## src/design/status_byte_defs.svh

```systemverilog
// Bit positions, reset values, ROM checksum figures and self-test codes of the status byte logic
`ifndef STATUS_BYTE_DEFS_SVH
`define STATUS_BYTE_DEFS_SVH

`define SB_MEAS_BIT 0
`define SB_UNUSED_BIT 1
`define SB_ERR_BIT 2
`define SB_QUES_BIT 3
`define SB_MAV_BIT 4
`define SB_ESB_BIT 5
`define SB_MSS_BIT 6
`define SB_OPER_BIT 7
`define SB_ENABLE_RESET 8'h00
`define SB_ENABLE_MASK 8'hbf
`define ROM_WORDS 16
`define ROM_ADDR_W 4
`define ROM_SUM_INIT 8'h00
`define ROM_SUM_EXPECT 8'h00
`define TST_PASS_CODE 8'h30
`define TST_FAIL_CODE 8'h31

`endif

```

## src/design/status_byte_pkg.sv

```systemverilog
// Types shared by the status byte logic
`default_nettype none
package status_byte_pkg;
	typedef enum logic [1:0] {
		CMD_SEQ,
		CMD_INIT,
		CMD_TRG,
		CMD_WAI
	} cmd_kind_type;
	typedef enum logic [1:0] {
		TST_IDLE,
		TST_SUM,
		TST_DONE
	} tst_state_type;
endpackage
`default_nettype wire

```

## src/design/rom_check_if.sv

```systemverilog
// Handshake between the command sequencer and the ROM checksum engine
`default_nettype none
interface rom_check_if;
	logic start;
	logic busy;
	logic done;
	logic pass;
	modport requester(output start, input busy, input done, input pass);
	modport engine(input start, output busy, output done, output pass);
endinterface
`default_nettype wire

```

## src/design/rom_checksum.sv

```systemverilog
// ROM checksum engine for the self-test query
`include "status_byte_defs.svh"
`default_nettype none
module rom_checksum (
	// Clock and reset
	input wire logic clk_i,
	input wire logic reset_n_i,
	// Request and result
	rom_check_if.engine chk
);
	typedef struct packed {
		status_byte_pkg::tst_state_type st;
		logic [`ROM_ADDR_W-1:0] addr;
		logic [7:0] sum;
		logic pass;
		logic done;
	} rc_state_type;

	rc_state_type s_r;
	rc_state_type s_nxt;
	logic [7:0] rom_mem [`ROM_WORDS];

	// Fixed contents; words sum to the expected value
	always_comb begin
		for (int i = 0; i < `ROM_WORDS; i++) begin
			rom_mem[i] = (i[0]) ? 8'h5a : 8'ha6;
		end
	end

	always_comb begin
		s_nxt = s_r;
		s_nxt.done = 1'b0;
		unique case (s_r.st)
			status_byte_pkg::TST_IDLE: begin
				if (chk.start) begin
					s_nxt.st = status_byte_pkg::TST_SUM;
					s_nxt.addr = '0;
					s_nxt.sum = `ROM_SUM_INIT;
				end
			end
			status_byte_pkg::TST_SUM: begin
				s_nxt.sum = s_r.sum + rom_mem[s_r.addr];
				s_nxt.addr = s_r.addr + 1'b1;
				if (s_r.addr == `ROM_ADDR_W'(`ROM_WORDS - 1)) begin
					s_nxt.st = status_byte_pkg::TST_DONE;
				end
			end
			status_byte_pkg::TST_DONE: begin
				s_nxt.pass = (s_r.sum == `ROM_SUM_EXPECT);
				s_nxt.done = 1'b1;
				s_nxt.st = status_byte_pkg::TST_IDLE;
			end
			default: s_nxt.st = status_byte_pkg::TST_IDLE;
		endcase
	end

	always_ff @(posedge clk_i or negedge reset_n_i) begin
		if (!reset_n_i) begin
			s_r <= '0;
		end else begin
			s_r <= s_nxt;
		end
	end

	assign chk.busy = (s_r.st != status_byte_pkg::TST_IDLE);
	assign chk.done = s_r.done;
	assign chk.pass = s_r.pass;

	done_after_sum_a: assert property (@(posedge clk_i) disable iff (!reset_n_i)
		s_r.st == status_byte_pkg::TST_DONE |=> chk.done)
		else $error("checksum finish did not report done");
endmodule
`default_nettype wire

```

## src/design/status_byte_sync_control.sv

```systemverilog
// Status byte, service request, bus trigger, self-test and wait-to-continue control
`include "status_byte_defs.svh"
`default_nettype none
module status_byte_sync_control (
	// Clock and reset
	input wire logic clk_i,
	input wire logic reset_n_i,
	// Summary sources from event registers and queues
	input wire logic meas_summary_i,
	input wire logic error_queue_nonempty_i,
	input wire logic questionable_summary_i,
	input wire logic output_queue_nonempty_i,
	input wire logic std_event_summary_i,
	input wire logic operation_summary_i,
	// Enable register write and read
	input wire logic enable_wr_i,
	input wire logic [7:0] enable_data_i,
	output logic [7:0] enable_o,
	// Status byte query and serial poll
	input wire logic stb_query_i,
	output logic [7:0] stb_data_o,
	output logic stb_valid_o,
	output logic [7:0] service_summary_byte_o,
	output logic service_request_o,
	// Parsed command stream
	input wire logic cmd_valid_i,
	input wire status_byte_pkg::cmd_kind_type cmd_kind_i,
	input wire logic cmd_self_test_i,
	output logic cmd_ready_o,
	input wire logic seq_done_i,
	// Bus group execute trigger and trigger model
	input wire logic bus_get_i,
	input wire logic source_is_bus_i,
	input wire logic model_idle_i,
	input wire logic pointer_settled_i,
	output logic bus_trigger_o,
	output logic initiate_o,
	// Output queue feed
	output logic oq_push_o,
	output logic [7:0] oq_data_o
);
	typedef struct packed {
		logic [7:0] enable;
		logic [7:0] stb_data;
		logic stb_valid;
		logic seq_busy;
		logic init_pending;
		logic trg_pending;
		logic waiting;
		logic tst_busy;
		logic tst_start;
		logic oq_push;
		logic [7:0] oq_data;
		logic bus_trig;
		logic initiate;
		logic [1:0] get_sync;
	} ctl_state_type;

	ctl_state_type s_r;
	ctl_state_type s_nxt;
	logic [7:0] summary;
	logic mss;
	logic overlapped_busy;
	logic accept;
	logic get_seen;
	rom_check_if chk ();

	rom_checksum u_rom_checksum (
		.clk_i(clk_i),
		.reset_n_i(reset_n_i),
		.chk(chk)
	);

	function automatic logic master_summary(input logic [7:0] sb, input logic [7:0] en);
		master_summary = |(sb & en & `SB_ENABLE_MASK);
	endfunction

	// Summary bits follow their sources; nothing in here stores them
	always_comb begin
		summary = 8'h00;
		summary[`SB_MEAS_BIT] = meas_summary_i;
		summary[`SB_UNUSED_BIT] = 1'b0;
		summary[`SB_ERR_BIT] = error_queue_nonempty_i;
		summary[`SB_QUES_BIT] = questionable_summary_i;
		summary[`SB_MAV_BIT] = output_queue_nonempty_i;
		summary[`SB_ESB_BIT] = std_event_summary_i;
		summary[`SB_OPER_BIT] = operation_summary_i;
		mss = master_summary(summary, s_r.enable);
		summary[`SB_MSS_BIT] = mss;
	end

	// Only overlapped work counts here; sequential work blocks via seq_busy and tst_busy
	assign overlapped_busy = s_r.init_pending | s_r.trg_pending;
	assign cmd_ready_o = !s_r.seq_busy && !s_r.tst_busy && !s_r.waiting;
	assign accept = cmd_valid_i && cmd_ready_o;
	assign get_seen = s_r.get_sync[1];

	always_comb begin
		s_nxt = s_r;
		s_nxt.stb_valid = 1'b0;
		s_nxt.tst_start = 1'b0;
		s_nxt.oq_push = 1'b0;
		s_nxt.bus_trig = 1'b0;
		s_nxt.initiate = 1'b0;
		// Pin trigger is asynchronous to the clock
		s_nxt.get_sync = {s_r.get_sync[0], bus_get_i};
		if (enable_wr_i) begin
			s_nxt.enable = enable_data_i & `SB_ENABLE_MASK;
		end
		if (stb_query_i) begin
			s_nxt.stb_data = summary;
			s_nxt.stb_valid = 1'b1;
		end
		if (s_r.seq_busy && seq_done_i) begin
			s_nxt.seq_busy = 1'b0;
		end
		if (s_r.init_pending && model_idle_i && !s_r.initiate) begin
			s_nxt.init_pending = 1'b0;
		end
		if (s_r.trg_pending && pointer_settled_i && !s_r.bus_trig) begin
			s_nxt.trg_pending = 1'b0;
		end
		if (s_r.waiting && !overlapped_busy) begin
			s_nxt.waiting = 1'b0;
		end
		// Group execute trigger takes the same path as the trigger command
		if (get_seen && source_is_bus_i) begin
			s_nxt.bus_trig = 1'b1;
			s_nxt.trg_pending = 1'b1;
		end
		if (accept) begin
			if (cmd_self_test_i) begin
				s_nxt.tst_busy = 1'b1;
				s_nxt.tst_start = 1'b1;
			end else begin
				unique case (cmd_kind_i)
					status_byte_pkg::CMD_SEQ: s_nxt.seq_busy = 1'b1;
					status_byte_pkg::CMD_INIT: begin
						s_nxt.initiate = 1'b1;
						s_nxt.init_pending = 1'b1;
					end
					status_byte_pkg::CMD_TRG: begin
						if (source_is_bus_i) begin
							s_nxt.bus_trig = 1'b1;
							s_nxt.trg_pending = 1'b1;
						end
					end
					status_byte_pkg::CMD_WAI: s_nxt.waiting = overlapped_busy;
				endcase
			end
		end
		if (s_r.tst_busy && chk.done) begin
			s_nxt.tst_busy = 1'b0;
			s_nxt.oq_push = 1'b1;
			s_nxt.oq_data = chk.pass ? `TST_PASS_CODE : `TST_FAIL_CODE;
		end
	end

	always_ff @(posedge clk_i or negedge reset_n_i) begin
		if (!reset_n_i) begin
			s_r <= '0;
			s_r.enable <= `SB_ENABLE_RESET;
		end else begin
			s_r <= s_nxt;
		end
	end

	assign chk.start = s_r.tst_start;
	assign enable_o = s_r.enable;
	assign stb_data_o = s_r.stb_data;
	assign stb_valid_o = s_r.stb_valid;
	assign service_summary_byte_o = summary;
	assign service_request_o = mss;
	assign bus_trigger_o = s_r.bus_trig;
	assign initiate_o = s_r.initiate;
	assign oq_push_o = s_r.oq_push;
	assign oq_data_o = s_r.oq_data;

	// Query answer
	query_returns_byte_a: assert property (@(posedge clk_i) disable iff (!reset_n_i)
		stb_query_i |=> stb_valid_o && stb_data_o == $past(summary))
		else $error("status byte query returned wrong value");
	query_valid_only_a: assert property (@(posedge clk_i) disable iff (!reset_n_i)
		!stb_query_i |=> !stb_valid_o)
		else $error("status byte answer without a query");
	stb_data_holds_a: assert property (@(posedge clk_i) disable iff (!reset_n_i)
		!stb_query_i |=> $stable(stb_data_o))
		else $error("status byte answer changed without a query");
	unused_bit_zero_a: assert property (@(posedge clk_i) disable iff (!reset_n_i)
		!service_summary_byte_o[`SB_UNUSED_BIT])
		else $error("unused status bit set");

	// Each source summary bit mirrors its source in the same cycle; MSS and service request come from the enabled bits
	meas_bit_tracks_a: assert property (@(posedge clk_i) disable iff (!reset_n_i)
		service_summary_byte_o[`SB_MEAS_BIT] == meas_summary_i)
		else $error("measurement bit does not track its source");
	error_bit_tracks_a: assert property (@(posedge clk_i) disable iff (!reset_n_i)
		service_summary_byte_o[`SB_ERR_BIT] == error_queue_nonempty_i)
		else $error("error bit does not track queue");
	ques_bit_tracks_a: assert property (@(posedge clk_i) disable iff (!reset_n_i)
		service_summary_byte_o[`SB_QUES_BIT] == questionable_summary_i)
		else $error("questionable bit does not track its source");
	mav_bit_tracks_a: assert property (@(posedge clk_i) disable iff (!reset_n_i)
		service_summary_byte_o[`SB_MAV_BIT] == output_queue_nonempty_i)
		else $error("message bit does not track output queue");
	esb_bit_tracks_a: assert property (@(posedge clk_i) disable iff (!reset_n_i)
		service_summary_byte_o[`SB_ESB_BIT] == std_event_summary_i)
		else $error("standard event bit does not track its source");
	oper_bit_tracks_a: assert property (@(posedge clk_i) disable iff (!reset_n_i)
		service_summary_byte_o[`SB_OPER_BIT] == operation_summary_i)
		else $error("operation bit does not track its source");
	mss_follows_enable_a: assert property (@(posedge clk_i) disable iff (!reset_n_i)
		service_summary_byte_o[`SB_MSS_BIT] ==
		|(service_summary_byte_o & enable_o & `SB_ENABLE_MASK))
		else $error("master summary bit wrong");
	enable_bit6_zero_a: assert property (@(posedge clk_i) disable iff (!reset_n_i)
		!enable_o[`SB_MSS_BIT])
		else $error("enable bit of master summary set");
	srq_on_enabled_a: assert property (@(posedge clk_i) disable iff (!reset_n_i)
		(|(enable_o & {error_queue_nonempty_i, 7'h00} >> 5)) |-> service_request_o)
		else $error("enabled error bit did not request service");
	srq_is_mss_a: assert property (@(posedge clk_i) disable iff (!reset_n_i)
		service_request_o == service_summary_byte_o[`SB_MSS_BIT])
		else $error("service request differs from master summary");

	// Triggers, overlapped work and sequential work
	trigger_gated_a: assert property (@(posedge clk_i) disable iff (!reset_n_i)
		accept && !cmd_self_test_i && cmd_kind_i == status_byte_pkg::CMD_TRG
		&& !source_is_bus_i && !get_seen |=> !bus_trigger_o)
		else $error("trigger acted with non-bus source");
	trg_pulse_a: assert property (@(posedge clk_i) disable iff (!reset_n_i)
		accept && !cmd_self_test_i && cmd_kind_i == status_byte_pkg::CMD_TRG
		&& source_is_bus_i |=> bus_trigger_o && s_r.trg_pending)
		else $error("trigger command did not fire the bus trigger");
	get_trigger_a: assert property (@(posedge clk_i) disable iff (!reset_n_i)
		get_seen && source_is_bus_i |=> bus_trigger_o && s_r.trg_pending)
		else $error("group execute trigger did not fire the bus trigger");
	init_pulse_a: assert property (@(posedge clk_i) disable iff (!reset_n_i)
		accept && !cmd_self_test_i && cmd_kind_i == status_byte_pkg::CMD_INIT
		|=> initiate_o && s_r.init_pending)
		else $error("initiate command did not start overlapped work");
	wait_blocks_a: assert property (@(posedge clk_i) disable iff (!reset_n_i)
		s_r.waiting && overlapped_busy |-> !cmd_ready_o)
		else $error("commands accepted while waiting");
	wait_release_a: assert property (@(posedge clk_i) disable iff (!reset_n_i)
		$fell(s_r.waiting) |-> !$past(overlapped_busy))
		else $error("wait released with overlapped work pending");
	seq_blocks_a: assert property (@(posedge clk_i) disable iff (!reset_n_i)
		accept && !cmd_self_test_i && cmd_kind_i == status_byte_pkg::CMD_SEQ
		|=> !cmd_ready_o)
		else $error("sequential command did not block");
	seq_holds_a: assert property (@(posedge clk_i) disable iff (!reset_n_i)
		s_r.seq_busy || s_r.tst_busy |-> !cmd_ready_o)
		else $error("command accepted during sequential work");
	init_done_idle_a: assert property (@(posedge clk_i) disable iff (!reset_n_i)
		$fell(s_r.init_pending) |-> $past(model_idle_i))
		else $error("initiate completed outside idle");
	init_held_a: assert property (@(posedge clk_i) disable iff (!reset_n_i)
		s_r.init_pending && !model_idle_i |=> s_r.init_pending)
		else $error("initiate completed while model busy");
	trg_done_settled_a: assert property (@(posedge clk_i) disable iff (!reset_n_i)
		$fell(s_r.trg_pending) |-> $past(pointer_settled_i))
		else $error("trigger completed before pointer settled");
	trg_held_a: assert property (@(posedge clk_i) disable iff (!reset_n_i)
		s_r.trg_pending && !pointer_settled_i |=> s_r.trg_pending)
		else $error("trigger completed while pointer moving");

	// Self-test result
	selftest_result_a: assert property (@(posedge clk_i) disable iff (!reset_n_i)
		accept && cmd_self_test_i |-> ##[3:40] oq_push_o)
		else $error("self-test result never queued");
	selftest_code_a: assert property (@(posedge clk_i) disable iff (!reset_n_i)
		oq_push_o |-> (oq_data_o == `TST_PASS_CODE) == $past(chk.pass))
		else $error("self-test code does not match checksum outcome");

	cover_query_c: cover property (@(posedge clk_i) stb_query_i ##1 stb_data_o[`SB_MSS_BIT]);
	cover_wait_c: cover property (@(posedge clk_i) s_r.waiting ##[1:20] !s_r.waiting);
	cover_trig_c: cover property (@(posedge clk_i) bus_trigger_o ##[1:20] !s_r.trg_pending);
	cover_tst_c: cover property (@(posedge clk_i) oq_push_o);
	cover_get_c: cover property (@(posedge clk_i) get_seen && source_is_bus_i);
endmodule
`default_nettype wire

```

## config.mk

```make
export PLATFORM = sky130hd
export DESIGN_NAME = status_byte_sync_control
export DESIGN_NICKNAME = d
export VERILOG_FILES = /design/src/design/status_byte_pkg.sv /design/src/design/rom_check_if.sv /design/src/design/rom_checksum.sv /design/src/design/status_byte_sync_control.sv
export VERILOG_INCLUDE_DIRS = /design/src /design/src/design
export SDC_FILE = /design/constraint.sdc
export NUM_CORES = 1
export LEC_CHECK = 0
export ABC_AREA = 1
export ABC_CLOCK_PERIOD_IN_PS = 1500
export BUFFER_PORTS_ARGS = -buffer_cell sky130_fd_sc_hd__buf_2
export CORE_MARGIN = 2
export CORE_UTILIZATION = 25
export DETAILED_ROUTE_END_ITERATION = 8
export SYNTH_ARGS = -nofsm -noshare
export SYNTH_HDL_FRONTEND = slang
export SYNTH_SLANG_ARGS = --single-unit
```

## constraint.sdc

```tcl
create_clock -name clk_i -period 1.5 [get_ports clk_i]
set_input_delay 0.225 -clock clk_i [delete_from_list [all_inputs] [get_ports clk_i]]
set_output_delay 0.225 -clock clk_i [all_outputs]
set_load 0.1 [all_outputs]
```

Yosys cells after proc, flatten, opt, wreduce, memory -nomap -nowiden
Memories as Yosys holds them, arrays and structs flattened.
Cells that the tools add are included.
Word-level totals
  logic and storage cells: 91
  ROM bits: 128
  input port bits: 27
  register bits after elaboration: 50
  output and inout bits: 38
  memories: 1
Operators by class
  muxes and demuxes: 30
  equality and inequality tests: 8
  add/subtract/negate cells: 2
  order comparisons: 1
  bitwise operators: 3
  reduce and logical (&&, ||, !) cells: 27
Memory list
  (name not given): depth 16, bits a word 8, rd ports 1, clocked after memory_dff 0, write ports 0, line rom_checksum.sv:42  | s_nxt.sum = s_r.sum + rom_mem[s_r.addr];
Operators with widths (count)
  $pmux 12 s2: 1
  $mux 1: 18
  $mux 8: 2
  $mux 14: 1
  $logic_and 1x1->1: 11
  $mux 9: 1
  $add 8x8->8: 1
  $and 8x8->8: 1
  $logic_not 8->1: 1
  $mux 2: 4
  $reduce_or 7->1: 1
  $eq 2x2->1 const B: 3
  $logic_not 1->1: 6
  $mux 6: 1
  $reduce_and 2->1: 3
  $reduce_bool 2->1: 3
  $ge 5x5->1 const B: 1
  $not 4->5: 1
  $add 4x1->4 const B: 1
  $eq 2x1->1 const B: 2
  $eq 4x4->1 const B: 1
  $logic_not 2->1: 2
  $mux 4: 1
  $pmux 2 s2: 1
  other kinds (3): 3

Depth between registers and ports, before layout
Gate-level depths: netlist of the first run.
  depth in word-level cells: 9
  mapped depth: 10
  depth with buffers taken out: 10

Hierarchy
Synthesis of the first run repeated with hierarchy kept, for this count alone.
Unflattened totals
  cells, all modules: 257
  area, all modules: 2217.1 µm²
Modules (own cells, without submodules)
  status_byte_sync_control: area an instance 1336.3 µm², instances 1, cells each 143
  rom_checksum: area an instance 880.8 µm², instances 1, cells each 114

Least setup slack after synthesis of the first run
OpenSTA, ideal clock, no wires.
  path kind: reg-to-output
  start point: register s_r, in the netlist enable_o[4]
  end point: output port service_summary_byte_o[6]
  slack: -0.841 ns
  data arrival time: 2.116 ns
  buffers on the path: 1
  stages on the path, launching flop included: 6
  cells stage by stage: dfrtp_1 -> nand2_1 -> nand2_1 -> a21oi_1 -> nand4_1 -> buf_4
On the way
  word-level cells in the longest chain between the ends: 2
RTL lines
  start: declaration: line status_byte_sync_control.sv:59  | ctl_state_type s_r;
  start signal: assignment: line status_byte_sync_control.sv:164  | s_r <= s_nxt;
  $and 8x8->8: line status_byte_sync_control.sv:75  | master_summary = |(sb & en & `SB_ENABLE_MASK);
  $reduce_or 7->1: line status_byte_sync_control.sv:75
  end: declaration: line status_byte_sync_control.sv:23  | output logic [7:0] service_summary_byte_o,
Every way passes these cells.

Worst setup path in the final report of the first run
  start point: register s_r, in the netlist enable_o[3]
  end point: output port service_request_o
On the way
  word-level cells in the longest chain between the ends: 2
RTL lines
  $and 8x8->8: line status_byte_sync_control.sv:75
  $reduce_or 7->1: line status_byte_sync_control.sv:75
  end: declaration: line status_byte_sync_control.sv:24  | output logic service_request_o,
Every way passes these cells.

==> results of run 1 <==
[per-layer routing]
layer	track usage, %	share of wire [%]
met1	10.7	43
met2	15.3	50
met4	3.90	1.8
met5	0	0
met3	1.91	4.6
[cell type report]
type / count / share of cell area, %
clock buffers: 6 / 2.59
flip-flops and latches: 43 / 38.5
clock inverters: 2 / 2.14
inverters: 29 / 4.07
multi-input cells: 155 / 32.2
well taps: 108 / 4.83
repair buffers: 68 / 15.7
[worst paths after layout]
path	to	slack [ps]	cells past startpoint
setup / recovery	service_request_o	-10	6
hold / removal	s_nxt[1]	40	1
setup reg to reg	u_rom_checksum.s_r[9]	40	9
hold reg to reg	get_seen	350	0
max in group asynchronous	u_rom_checksum.s_r[10]	840	3
min in group asynchronous	bus_trigger_o	440	3
[stage by stage]
stage / setup slack, ps / total power [mW] / hold slack, ps / setup TNS [ps]
after floorplan: -811 / 1.90 / -70.6 / -3050
after global placement: -39.3 / 1.98 / 219 / -52.2
after detailed placement: -69.7 / 1.99 / 221 / -97.4
after CTS: -39.8 / 3.06 / 29.1 / -78.7
after global routing: -120 / 3.13 / 29.3 / -288
final: -11.5 / 3.01 / 42.7 / -22.2
[cell usage after synthesis (all sizes together)]
| cell | n |
|---|---|
| dfrtp | 43 |
| nor2 | 12 |
| ha | 6 |
| mux2 | 7 |
| xnor2 | 1 |
| nand3b | 1 |
| inv | 29 |
| nand3 | 11 |
| fa | 1 |
| a21boi | 1 |
| a31oi | 1 |
| o21ai | 13 |
| buf | 33 |
| o31ai | 2 |
| nor4 | 1 |
| a22o | 1 |
| clkbuf | 1 |
| conb | 1 |
| a21oi | 7 |
| o22ai | 1 |
| nand2 | 73 |
| xor2 | 1 |
| nor3 | 2 |
| or2 | 2 |
| nand4 | 3 |
[report_power, final]
part	leakage, nW	internal, mW	switching, mW
clock	0.0654	0.665	0.376
combinational	0.853	0.136	0.606
sequential	0.554	1.20	0.0230
[cells by family after synthesis]
family | Yosys count
xor+xnor | 2
mux | 7
fa+ha+maj | 7
buf+inv | 63
other cells | 1
simple gates | 105
flops | 43
compound gates | 26
[state kept, by name, indices dropped and copies added (netlist names)]
signal	flops
u_rom_checksum.s_r	13
enable_o	7
stb_data_o	7
s_r	5
oq_data_o	2
bus_trigger_o	1
chk.start	1
get_seen	1
initiate_o	1
oq_push_o	1
s_nxt	1
stb_valid_o	1
u_rom_checksum.chk.done	1
u_rom_checksum.chk.pass	1
[timing repair]
| action | in CTS | in global routing |
|---|---|---|
| hold buffers | 1 | 0 |
| pin swaps | 2 | 2 |
| setup buffers | 2 | 1 |
| resized for setup | 6 | 11 |
| hold endpoints to repair | 43 | 0 |
| setup endpoints to repair | 4 | 5 |
==> results.md, run 1 <==
* Max incr delay on CP at 380 ps
* Worst hold path type: input pin to register
* CP endpoint kind: output pin
* Crit start category: register
* Avg Inst Size Synth at 8.79 sq um
* Hold Startpoint: bus_get_i
* PwrDens at 1070 nW/um^2
* Most common cell after layout, fill and taps aside: nand2_1
* Antenna cells at 0
* Crit Path Max Fanout at 3
* Worst-path clk slew at 80 ps
* Clock Tree Root: clkbuf_8
* Placed standard-cell area at approximately 2500 sq um
* Area of the mapped netlist at approximately 2200 sq um
* Synth warnings at 0
* Vias in the first global route at about 1600
* Final WL at 4.25 mm
* CP max-delay cell: dfrtp_1
* Filler Cells Inserted at approximately 900
* Vias at 1707
* Die area at 9710 sq um
* VDD IR max at 0.000496 V
* Synthesized flop and latch total at 43
* Crit path time final at 1510 ps
* Leakage at 1.47 nW
* Post-synthesis mux area share at 3.53%
* TritonCTS buffer count at 5
* # IOs at 65
* Die H at 98.5 um
* Core Rows at 34
* Post-synthesis xor/xnor area fraction at 0.784%
* Violated checks: negative setup slack
* Setup CP Type: register to output pin
* Crit path DAT at ~1300 ps
* Initial Utilization at about 26%
* Cell family with most CP delay: flip-flops
* Post-Layout Cell Count at 411
* Final worst path period share at 101%
* RSZ-0062 raised after global routing: yes
* Worst Setup SP: enable_o[3]
* H-Tree Depth at 2
* Worst Path Required at 1270 ps
* Most frequent cells in the layout: nand2_1, buf_2, dfrtp_1
* Footprint of the multi-input gates at 901 sq um
* Via density at 4.15
* Pin count of the biggest net entering global routing at 44
* Drt wl/cell at 10.3 um
* Clk sinks at 43
* DR iter-0 viols at 47
* Initial antenna violation count at 0
* Final #Nets at 336
* Finished Cell Area at roughly 2800 sq um
* Final worst setup slack at -11.5 ps
* Synth Area in Adders at 4.26%
* Core Area at 8680 sq um
* CP Buf/Inv Count at 2
* CTS tree: done
* Final setup viols at 2
* Largest area contributor in the netlist: dfrtp_1
* Die W at just under 100 um
* Main combinational cell family by area after synthesis: simple AND/OR/NAND/NOR gates
* Global-route wire length before repair at ~7.2 mm
* Sequential fraction of the synthesis area at between 40% and 50%
* DPL Wire Length at 3.22 mm
* Mapped Cells at 254
* Area fraction in compound gates after synthesis at a little under 7%
* Final hold vios at 0
* Slew Limit Fails at 0
* Status: finished with violations
* Critical-path cell list: nand2_1 -> nand2_1 -> a21oi_1 -> nand4_1 -> buf_6 -> buf_12
* Total gr overflow at 0
* Area Growth Syn to Fin at 25.4%
* Layout cells sized above 1 at 34.0%
* Cells after DPL at 399
* Clock latency reported for the late side of the worst-skew pair at 290 ps
* Synth top area cells: dfrtp_1, nand2_1, buf_4
* Worst reg2reg startpoint: u_rom_checksum.s_r[10]
* DRC errors left at 0
* Synth unique cells at 33
* Crit-path most repeated cell: nand2_1
* Simple-Gate Fraction of Synth Area at 20.3%
* Finished Core Util at 32.3%
* Drt first pass iters at 4
* Fmax at 0.662 GHz
* GRT Total Usage at slightly below 9%
* Top cell type's share of synthesized area at 48.2%
* PortBufs at 55
* Max_cap viols at 0
* Clk buf depth at 2
* Clock skew at 4.51 ps
* DRT antenna net count at 0
* Routability cong. at 0.820
* FF/Latch Area at 1080 sq um
(Power assumes the default switching activity.)
==> run 2, diff against run 1 <==
--- a/config.mk
+++ b/config.mk
@@ -6,12 +6,16 @@
 export SDC_FILE = /design/constraint.sdc
 export NUM_CORES = 1
 export LEC_CHECK = 0
-export ABC_AREA = 1
+export ABC_AREA = 0
 export ABC_CLOCK_PERIOD_IN_PS = 1500
 export BUFFER_PORTS_ARGS = -buffer_cell sky130_fd_sc_hd__buf_2
+export CELL_PAD_IN_SITES_DETAIL_PLACEMENT = 0
+export CELL_PAD_IN_SITES_GLOBAL_PLACEMENT = 1
 export CORE_MARGIN = 2
 export CORE_UTILIZATION = 25
+export CTS_BUF_LIST = sky130_fd_sc_hd__clkbuf_4 sky130_fd_sc_hd__clkbuf_8
 export DETAILED_ROUTE_END_ITERATION = 8
+export PLACE_DENSITY_LB_ADDON = 0.1
 export SYNTH_ARGS = -nofsm -noshare
 export SYNTH_HDL_FRONTEND = slang
 export SYNTH_SLANG_ARGS = --single-unit
==> run 2 against run 1 <==
  * The flow still finishes with violations (negative setup slack)
  * Via count shrank 13%
  * Power grew 110%
  * Non-clock buffer count grew 14
  * Hold slack lost 8.0 ps
  * First-iteration DRC count shrank 47%
  * Synthesized area shrank 4.6%
  * Register-to-register slack lost 240 ps
  * Worst setup slack lost 190 ps
  * Clock skew grew 4.2 ps
  * Flip-flop and latch count is the same
  * Sequential share of layout area shrank 0.68 points
  * Largest cell class unchanged
==> results.md, run 2 <==
* Status: finished with violations (unchanged)
* Violated checks: negative setup slack (unchanged)
* Top cell type's share of synthesized area at 50.5% (was 48.2%)
* Routability cong. at 0.719 (was 0.820)
* GRT Total Usage at 9.93% (was 8.91%)
* Ys flop type: dfrtp_1 (unchanged)
* Antenna cells at 0 (unchanged)
* H-Tree Depth at 2 (unchanged)
* Sequential fraction of the synthesis area at 50.5% (was 48.2%)
* VDD IR max at 0.000886 V (was 0.000496 V)
* Clk sinks at 43 (unchanged)
* Drt wl/cell at 12.7 um (was 10.3 um)
* Placed standard-cell area at 2570 sq um (was 2550 sq um)
* Clk buf depth at 2 (unchanged)
* Final worst path period share at 113% (was 101%)
* Power after layout at 6.37 mW (was 3.01 mW)
* Leakage at 1.35 nW (was 1.47 nW)
* Fmax at 0.588 GHz (was 0.662 GHz)
* Drt first pass iters at 4 (unchanged)
* EDFF count, synth at 0 (unchanged)
* Final worst setup slack at -201 ps (was -11.5 ps)
* TritonCTS buffer count at 5 (unchanged)
* Max_cap viols at 0 (unchanged)
* DPL Wire Length at 3.41 mm (was 3.22 mm)
* Core Area at 8220 sq um (was 8680 sq um)
* Layout cells sized above 1 at 53.2% (was 34.0%)
* Die area at 9270 sq um (was 9710 sq um)
* Final WL at 4.47 mm (was 4.25 mm)
* Avg Inst Size Synth at 11.4 sq um (was 8.79 sq um)
* PwrDens at 2240 nW/um^2 (was 1070 nW/um^2)
* # IOs at 65 (unchanged)
* Area Growth Syn to Fin at 33.8% (was 25.4%)
* Crit Path Max Fanout at 6 (was 3)
* Crit start category: register (unchanged)
* Clock latency reported for the late side of the worst-skew pair at 290 ps (about the same)
* Final #Nets at 281 (was 336)
* Total gr overflow at 0 (unchanged)
* Initial Utilization at 25.9% (was 25.7%)
* Synthesized flop and latch total at 43 (unchanged)
* Slew Limit Fails at 0 (unchanged)
* PortBufs at 55 (unchanged)
* DRC errors left at 0 (unchanged)
* Synth top area cells: dfrtp_1, buf_4, mux2_2 (was dfrtp_1, nand2_1, buf_4)
* Core Rows at 33 (was 34)
* Worst hold slack at 34.7 ps (was 42.7 ps)
* Worst-path clk slew at 90 ps (was 80 ps)
* Finished Cell Area at 2850 sq um (was 2800 sq um)
* Mapped Cells at 187 (was 254)
* Most frequent cells in the layout: buf_2, dfrtp_1, buf_4 (was nand2_1, buf_2, dfrtp_1)
* Synth warnings at 0 (unchanged)
* Clock Tree Root: clkbuf_8 (unchanged)
* Finished Core Util at 34.7% (was 32.3%)
* Global-route wire length before repair at 6.89 mm (was 7.19 mm)
* Vias at 1485 (was 1707)
* Pin count of the biggest net entering global routing at 23 (was 44)
* Final setup viols at 3 (was 2)
* Setup CP Type: register to register (was register to output pin)
* Crit path time final at 1700 ps (was 1510 ps)
* Area of the mapped netlist at 2130 sq um (was 2230 sq um)
* Synth async-reset ratio at 100% (unchanged)
* Synth unique cells at 37 (was 33)
* Largest area contributor in the netlist: dfrtp_1 (unchanged)
* Clock skew at 8.67 ps (was 4.51 ps)
* Die W at 96.3 um (was 98.5 um)
* Commonest cells in the netlist: dfrtp_1, buf_4, mux2_2 (was nand2_1, dfrtp_1, buf_4)
* Post-Layout Cell Count at 353 (was 411)
* Worst hold path type: input pin to register (unchanged)
* Filler Cells Inserted at 826 (was 877)
* DR iter-0 viols at 25 (was 47)
* Worst Path Required at 1710 ps (was 1270 ps)
* Vias in the first global route at 1412 (was 1616)
* RSZ-0062 raised after global routing: yes (unchanged)
* Crit path DAT at 1910 ps (was 1290 ps)
* Cells after DPL at 340 (was 399)
* Biggest register: u_rom_checksum.s_r (unchanged)
* CP endpoint kind: register (was output pin)
* Max FFs per register at 13 (unchanged)
* Count leader, synth: dfrtp_1 (was nand2_1)
* Initial antenna violation count at 0 (unchanged)
* Final hold vios at 0 (unchanged)
* Die H at 96.3 um (was 98.5 um)
* DRT antenna net count at 0 (unchanged)
* Most common cell after layout, fill and taps aside: buf_2 (was nand2_1)
* Via density at 4.21 (was 4.15)
* CTS tree: done (unchanged)
## run 2: cell types whose count changed after synthesis, moves of 5 or more
cell	previous run	this run
a21o_1	0	5
inv_1	27	6
nand3_1	11	5
nand2_1	71	9
nand2b_1	0	6
mux2_2	7	15
nor2_1	11	6
## run 2: cells by family (layout without fill, tap and decap cells)
group / count (synthesis) / in the layout / share of synthesized area, %
DFF: 43 / 43 / 50.5
buffers and inverters: 42 / 96 / 13.1
and+or+nand+nor: 39 / 39 / 10.5
AOI/OAI and AO/OA: 36 / 36 / 11.7
muxes: 15 / 15 / 7.93
adders and majority gates: 7 / 7 / 4.47
xor gates and xnor gates: 4 / 4 / 1.65
other: 1 / 8 / 0.176
## run 2: power breakdown
group	internal (mW)	switching, mW
sequential	1.44	0.265
clock	0.684	0.399
combinational	1.58	2.01
## run 2: stage by stage
step / setup WS, ps / setup TNS (ps)
after CTS: -235 / -506
after global routing: -278 / -724
after detailed placement: -215 / -442
after floorplan: -433 / -2510
after global placement: -197 / -442
final: -201 / -305
## run 2: critical path, stage by stage, from the launching register on
cell and delay, ps:
dfrtp_2 480, fa_2 390, nor2b_4 130, o2111ai_2 120
a21o_1 200, and2_4 140, o31ai_2 160
## run 2: per-layer routing
metal,vias up,GRT usage [%],wire length [um]
li1,733,-,-
met1,715,13.2,2130
met2,33,15.4,2070
met3,4,2.19,215
met4,0,4.58,55
met5,-,0,0
## run 2: path summary, 6_finish.rpt
check / cells after the start / end / slack [ps] / startpoint
min in group asynchronous: 2 / enable_o[4] / 390 / reset_n_i
hold / removal: 1 / s_nxt[1] / 30 / bus_get_i
setup / recovery: 6 / u_rom_checksum.s_r[9] / -200 / u_rom_checksum.s_r[10]
setup reg to reg: 6 / u_rom_checksum.s_r[9] / -200 / u_rom_checksum.s_r[10]
max in group asynchronous: 3 / u_rom_checksum.s_r[10] / 640 / reset_n_i
hold reg to reg: 0 / get_seen / 350 / s_nxt[1]
## run 2: what timing repair did
item | in CTS | in global routing
buffers inserted | 2 | 2
endpoints found under the setup margin | 6 | 7
gates cloned | 0 | 0
hold buffers | 1 | 0
pin swaps | 1 | 4
gates resized for setup | 7 | 16
hold endpoints to repair | 14 | 0
## run 2: area by class of cell
class	count	area, sq um	area share [%]
sequential	43	1080	37.8
multi-input combinational	109	947	33.2
timing repair buffer	82	533	18.7
tap	105	131	4.61
clock buffer	6	76.3	2.68
clock inverter	2	60.1	2.11
inverter	6	25.0	0.878
==> run 3, diff against run 2 <==
--- a/config.mk
+++ b/config.mk
@@ -16,6 +16,8 @@
 export CTS_BUF_LIST = sky130_fd_sc_hd__clkbuf_4 sky130_fd_sc_hd__clkbuf_8
 export DETAILED_ROUTE_END_ITERATION = 8
 export PLACE_DENSITY_LB_ADDON = 0.1
+export SKIP_CTS_REPAIR_TIMING = 1
 export SYNTH_ARGS = -nofsm -noshare
 export SYNTH_HDL_FRONTEND = slang
+export SYNTH_HIERARCHICAL = 1
 export SYNTH_SLANG_ARGS = --single-unit
==> run 3 against run 2 <==
  * The run still ends with negative setup slack left
  * Non-clock buffer count decreased by 2
  * Flip-flop and latch count unchanged
  * Synthesized cell count rose by 3.2%
  * Largest cell class unchanged
  * Global-route usage is 0.35 points lower
  * Sequential share of layout area up 1.0 points
  * Register-to-register slack worse by 40 ps
  * Via count grew 1.3%
  * Critical path depth rose by 2
  * Clock skew shrank 3.8 ps
  * Fmax down 2.5%
  * Hold slack better by 1.8 ps
  * Design area fell by 2.6%
==> results.md, run 3 <==
* Post-Layout Cell Count at 357 (was 353)
* Initial Utilization at 26.0% (was 25.9%)
* Die area at 9340 sq um (was 9270 sq um)
* Crit Path Max Fanout at 7 (was 6)
* Pre-CTS setup slack at -247 ps (was -215 ps)
* Worst r2r dst: u_rom_checksum/s_r[9] (was u_rom_checksum.s_r[9])
* Hold Startpoint: bus_get_i (unchanged)
* PwrDens at 2210 nW/um^2 (was 2240 nW/um^2)
* Biggest register: u_rom_checksum/s_r (was u_rom_checksum.s_r)
* Max FFs per register at 13 (unchanged)
* Crit start category: register (unchanged)
* Clk sinks at 43 (unchanged)
* GRT Total Usage at 9.58% (was 9.93%)
* Clock latency reported for the late side of the worst-skew pair at 290 ps (about the same)
* Worst reg2reg startpoint: u_rom_checksum/s_r[10] (was u_rom_checksum.s_r[10])
* Crit path DAT at 1930 ps (was 1910 ps)
* DPL Wire Length at 3.18 mm (was 3.41 mm)
* Max_cap viols at 0 (unchanged)
* Status: finished with violations (unchanged)
* Global-route wire length before repair at 7.38 mm (was 6.89 mm)
* Die H at 96.6 um (was 96.3 um)
* DR iter-0 viols at 48 (was 25)
* Initial antenna violation count at 0 (unchanged)
* NetSw at 2.72 mW (was 2.67 mW)
* FF/Latch Area at 1080 sq um (unchanged)
* # IOs at 65 (unchanged)
* Violated checks: negative setup slack (unchanged)
* Internal Power at 3.40 mW (was 3.70 mW)
* Setup CP Type: register to register (unchanged)
* Comb pwr share at 57.2% (was 56.3%)
* Clk buf depth at 2 (unchanged)
* Vias at 1505 (was 1485)
* Final WL at 4.33 mm (was 4.47 mm)
* Most common cell after layout, fill and taps aside: buf_2 (unchanged)
* Worst Setup SP: u_rom_checksum/s_r[10] (was u_rom_checksum.s_r[10])
* Final setup viols at 6 (was 3)
* CTS tree: done (unchanged)
* Final worst setup slack at -244 ps (was -201 ps)
* Footprint of the multi-input gates at 905 sq um (was 947 sq um)
* Final TNS setup at -794 ps (was -305 ps)
* Drt wl/cell at 12.1 um (was 12.7 um)
* Worst hold slack at 36.5 ps (was 34.7 ps)
* VDD IR max at 0.000561 V (was 0.000886 V)
* Worst hold path type: input pin to register (unchanged)
* Avg Inst Size Synth at 11.1 sq um (was 11.4 sq um)
* Worst R2R Path Depth at 8 (was 6)
* Via density at 4.22 (was 4.21)
* Synth warnings at 6 (was 0)
* Leakage at 1.36 nW (was 1.35 nW)
* Final worst path period share at 116% (was 113%)
* Worst setup endpoint: u_rom_checksum/s_r[9] (was u_rom_checksum.s_r[9])
* Worst Path Required at 1690 ps (was 1710 ps)
* Antenna cells at 0 (unchanged)
* Area Growth Syn to Fin at 29.5% (was 33.8%)
* TritonCTS buffer count at 5 (unchanged)
* Drt first pass iters at 4 (unchanged)
* Final hold vios at 0 (unchanged)
* Die W at 96.6 um (was 96.3 um)
* Flop2flop setup slack at -240 ps (was -200 ps)
* H-Tree Depth at 2 (unchanged)
* Cells after DPL at 347 (was 340)
* DRT antenna net count at 0 (unchanged)
* Filler Cells Inserted at 870 (was 826)
* Worst-path clk slew at 90 ps (about the same)
* Pin count of the biggest net entering global routing at 44 (was 23)
* Total gr overflow at 0 (unchanged)
* Fmax at 0.573 GHz (was 0.588 GHz)
* Routability cong. at 0.707 (was 0.719)
* Clock Tree Root: clkbuf_8 (unchanged)
* Switching Fraction at 44.4% (was 41.9%)
* Most frequent cells in the layout: buf_2, dfrtp_1, buf_4 (unchanged)
* Area of the mapped netlist at 2140 sq um (was 2130 sq um)
* Clock skew at 4.85 ps (was 8.67 ps)
* CP endpoint kind: register (unchanged)
* Core Area at 8260 sq um (was 8220 sq um)
* Vias in the first global route at 1560 (was 1412)
* RSZ-0062 raised after global routing: yes (unchanged)
* Layout cells sized above 1 at 49.2% (was 53.2%)
* Crit path time final at 1740 ps (was 1700 ps)
* Slew Limit Fails at 0 (unchanged)
* PortBufs at 55 (unchanged)
* Final #Nets at 285 (was 281)
* DRC errors left at 0 (unchanged)
* Mapped Cells at 193 (was 187)
* Core Rows at 33 (unchanged)
* Sequential power share at 27.9% (was 26.7%)
* Clock share of power at 14.9% (was 17.0%)
run 3: layer usage:
layer / up-vias / GRT usage (%) / part of all wire, %
li1: 743 / - / -
met1: 720 / 12.4 / 46
met2: 40 / 16.0 / 49
met3: 2 / 2.67 / 4.9
met4: 0 / 2.28 / 0.35
met5: - / 0 / 0
run 3: how the worst min path moves through the flow:
stage | endpoint | cells past startpoint
floorplan | bus_trigger_o | 0
global placement | initiate_o | 2
detailed placement | initiate_o | 2
CTS | s_r[16] | 2
global route | s_nxt[1] | 1
finish | s_nxt[1] | 1
run 3: area by class of cell:
type                    instances  share of cell area (%)
clock buffers                   5                    2.48
clock inverters                 3                    1.58
inverters                      11                    1.49
multi-input cells             110                    32.6
flip-flops and latches         43                    38.8
well taps                     105                    4.73
repair buffers                 80                    18.3
run 3: power groups by stage:
stage	clock network [mW]	logic (mW)	registers [mW]
3_5_place_dp	0	3.27	1.71
5_1_grt	0.998	3.83	1.76
3_3_place_gp	0	3.27	1.71
2_1_floorplan	0	2.40	1.72
6_report	0.910	3.50	1.71
4_1_cts	0.959	3.28	1.69
run 3: per-stage QoR:
step,power (mW),area [sq um],utilization [%]
6_report,6.12,2780,33.6
5_1_grt,6.59,2780,33.6
4_1_cts,5.93,2680,32.4
3_5_place_dp,4.98,2560,31.1
3_3_place_gp,4.98,2560,31.1
2_1_floorplan,4.12,2230,-
run 3: critical path: stages, from the launching register on:
cell and delay [ps]:
dfrtp_2 490, inv_2 60, buf_4 140, ha_4 220, nand3_2 80, a21oi_4 40, o31a_1 300, o21ai_1 120
a21bo_1 200
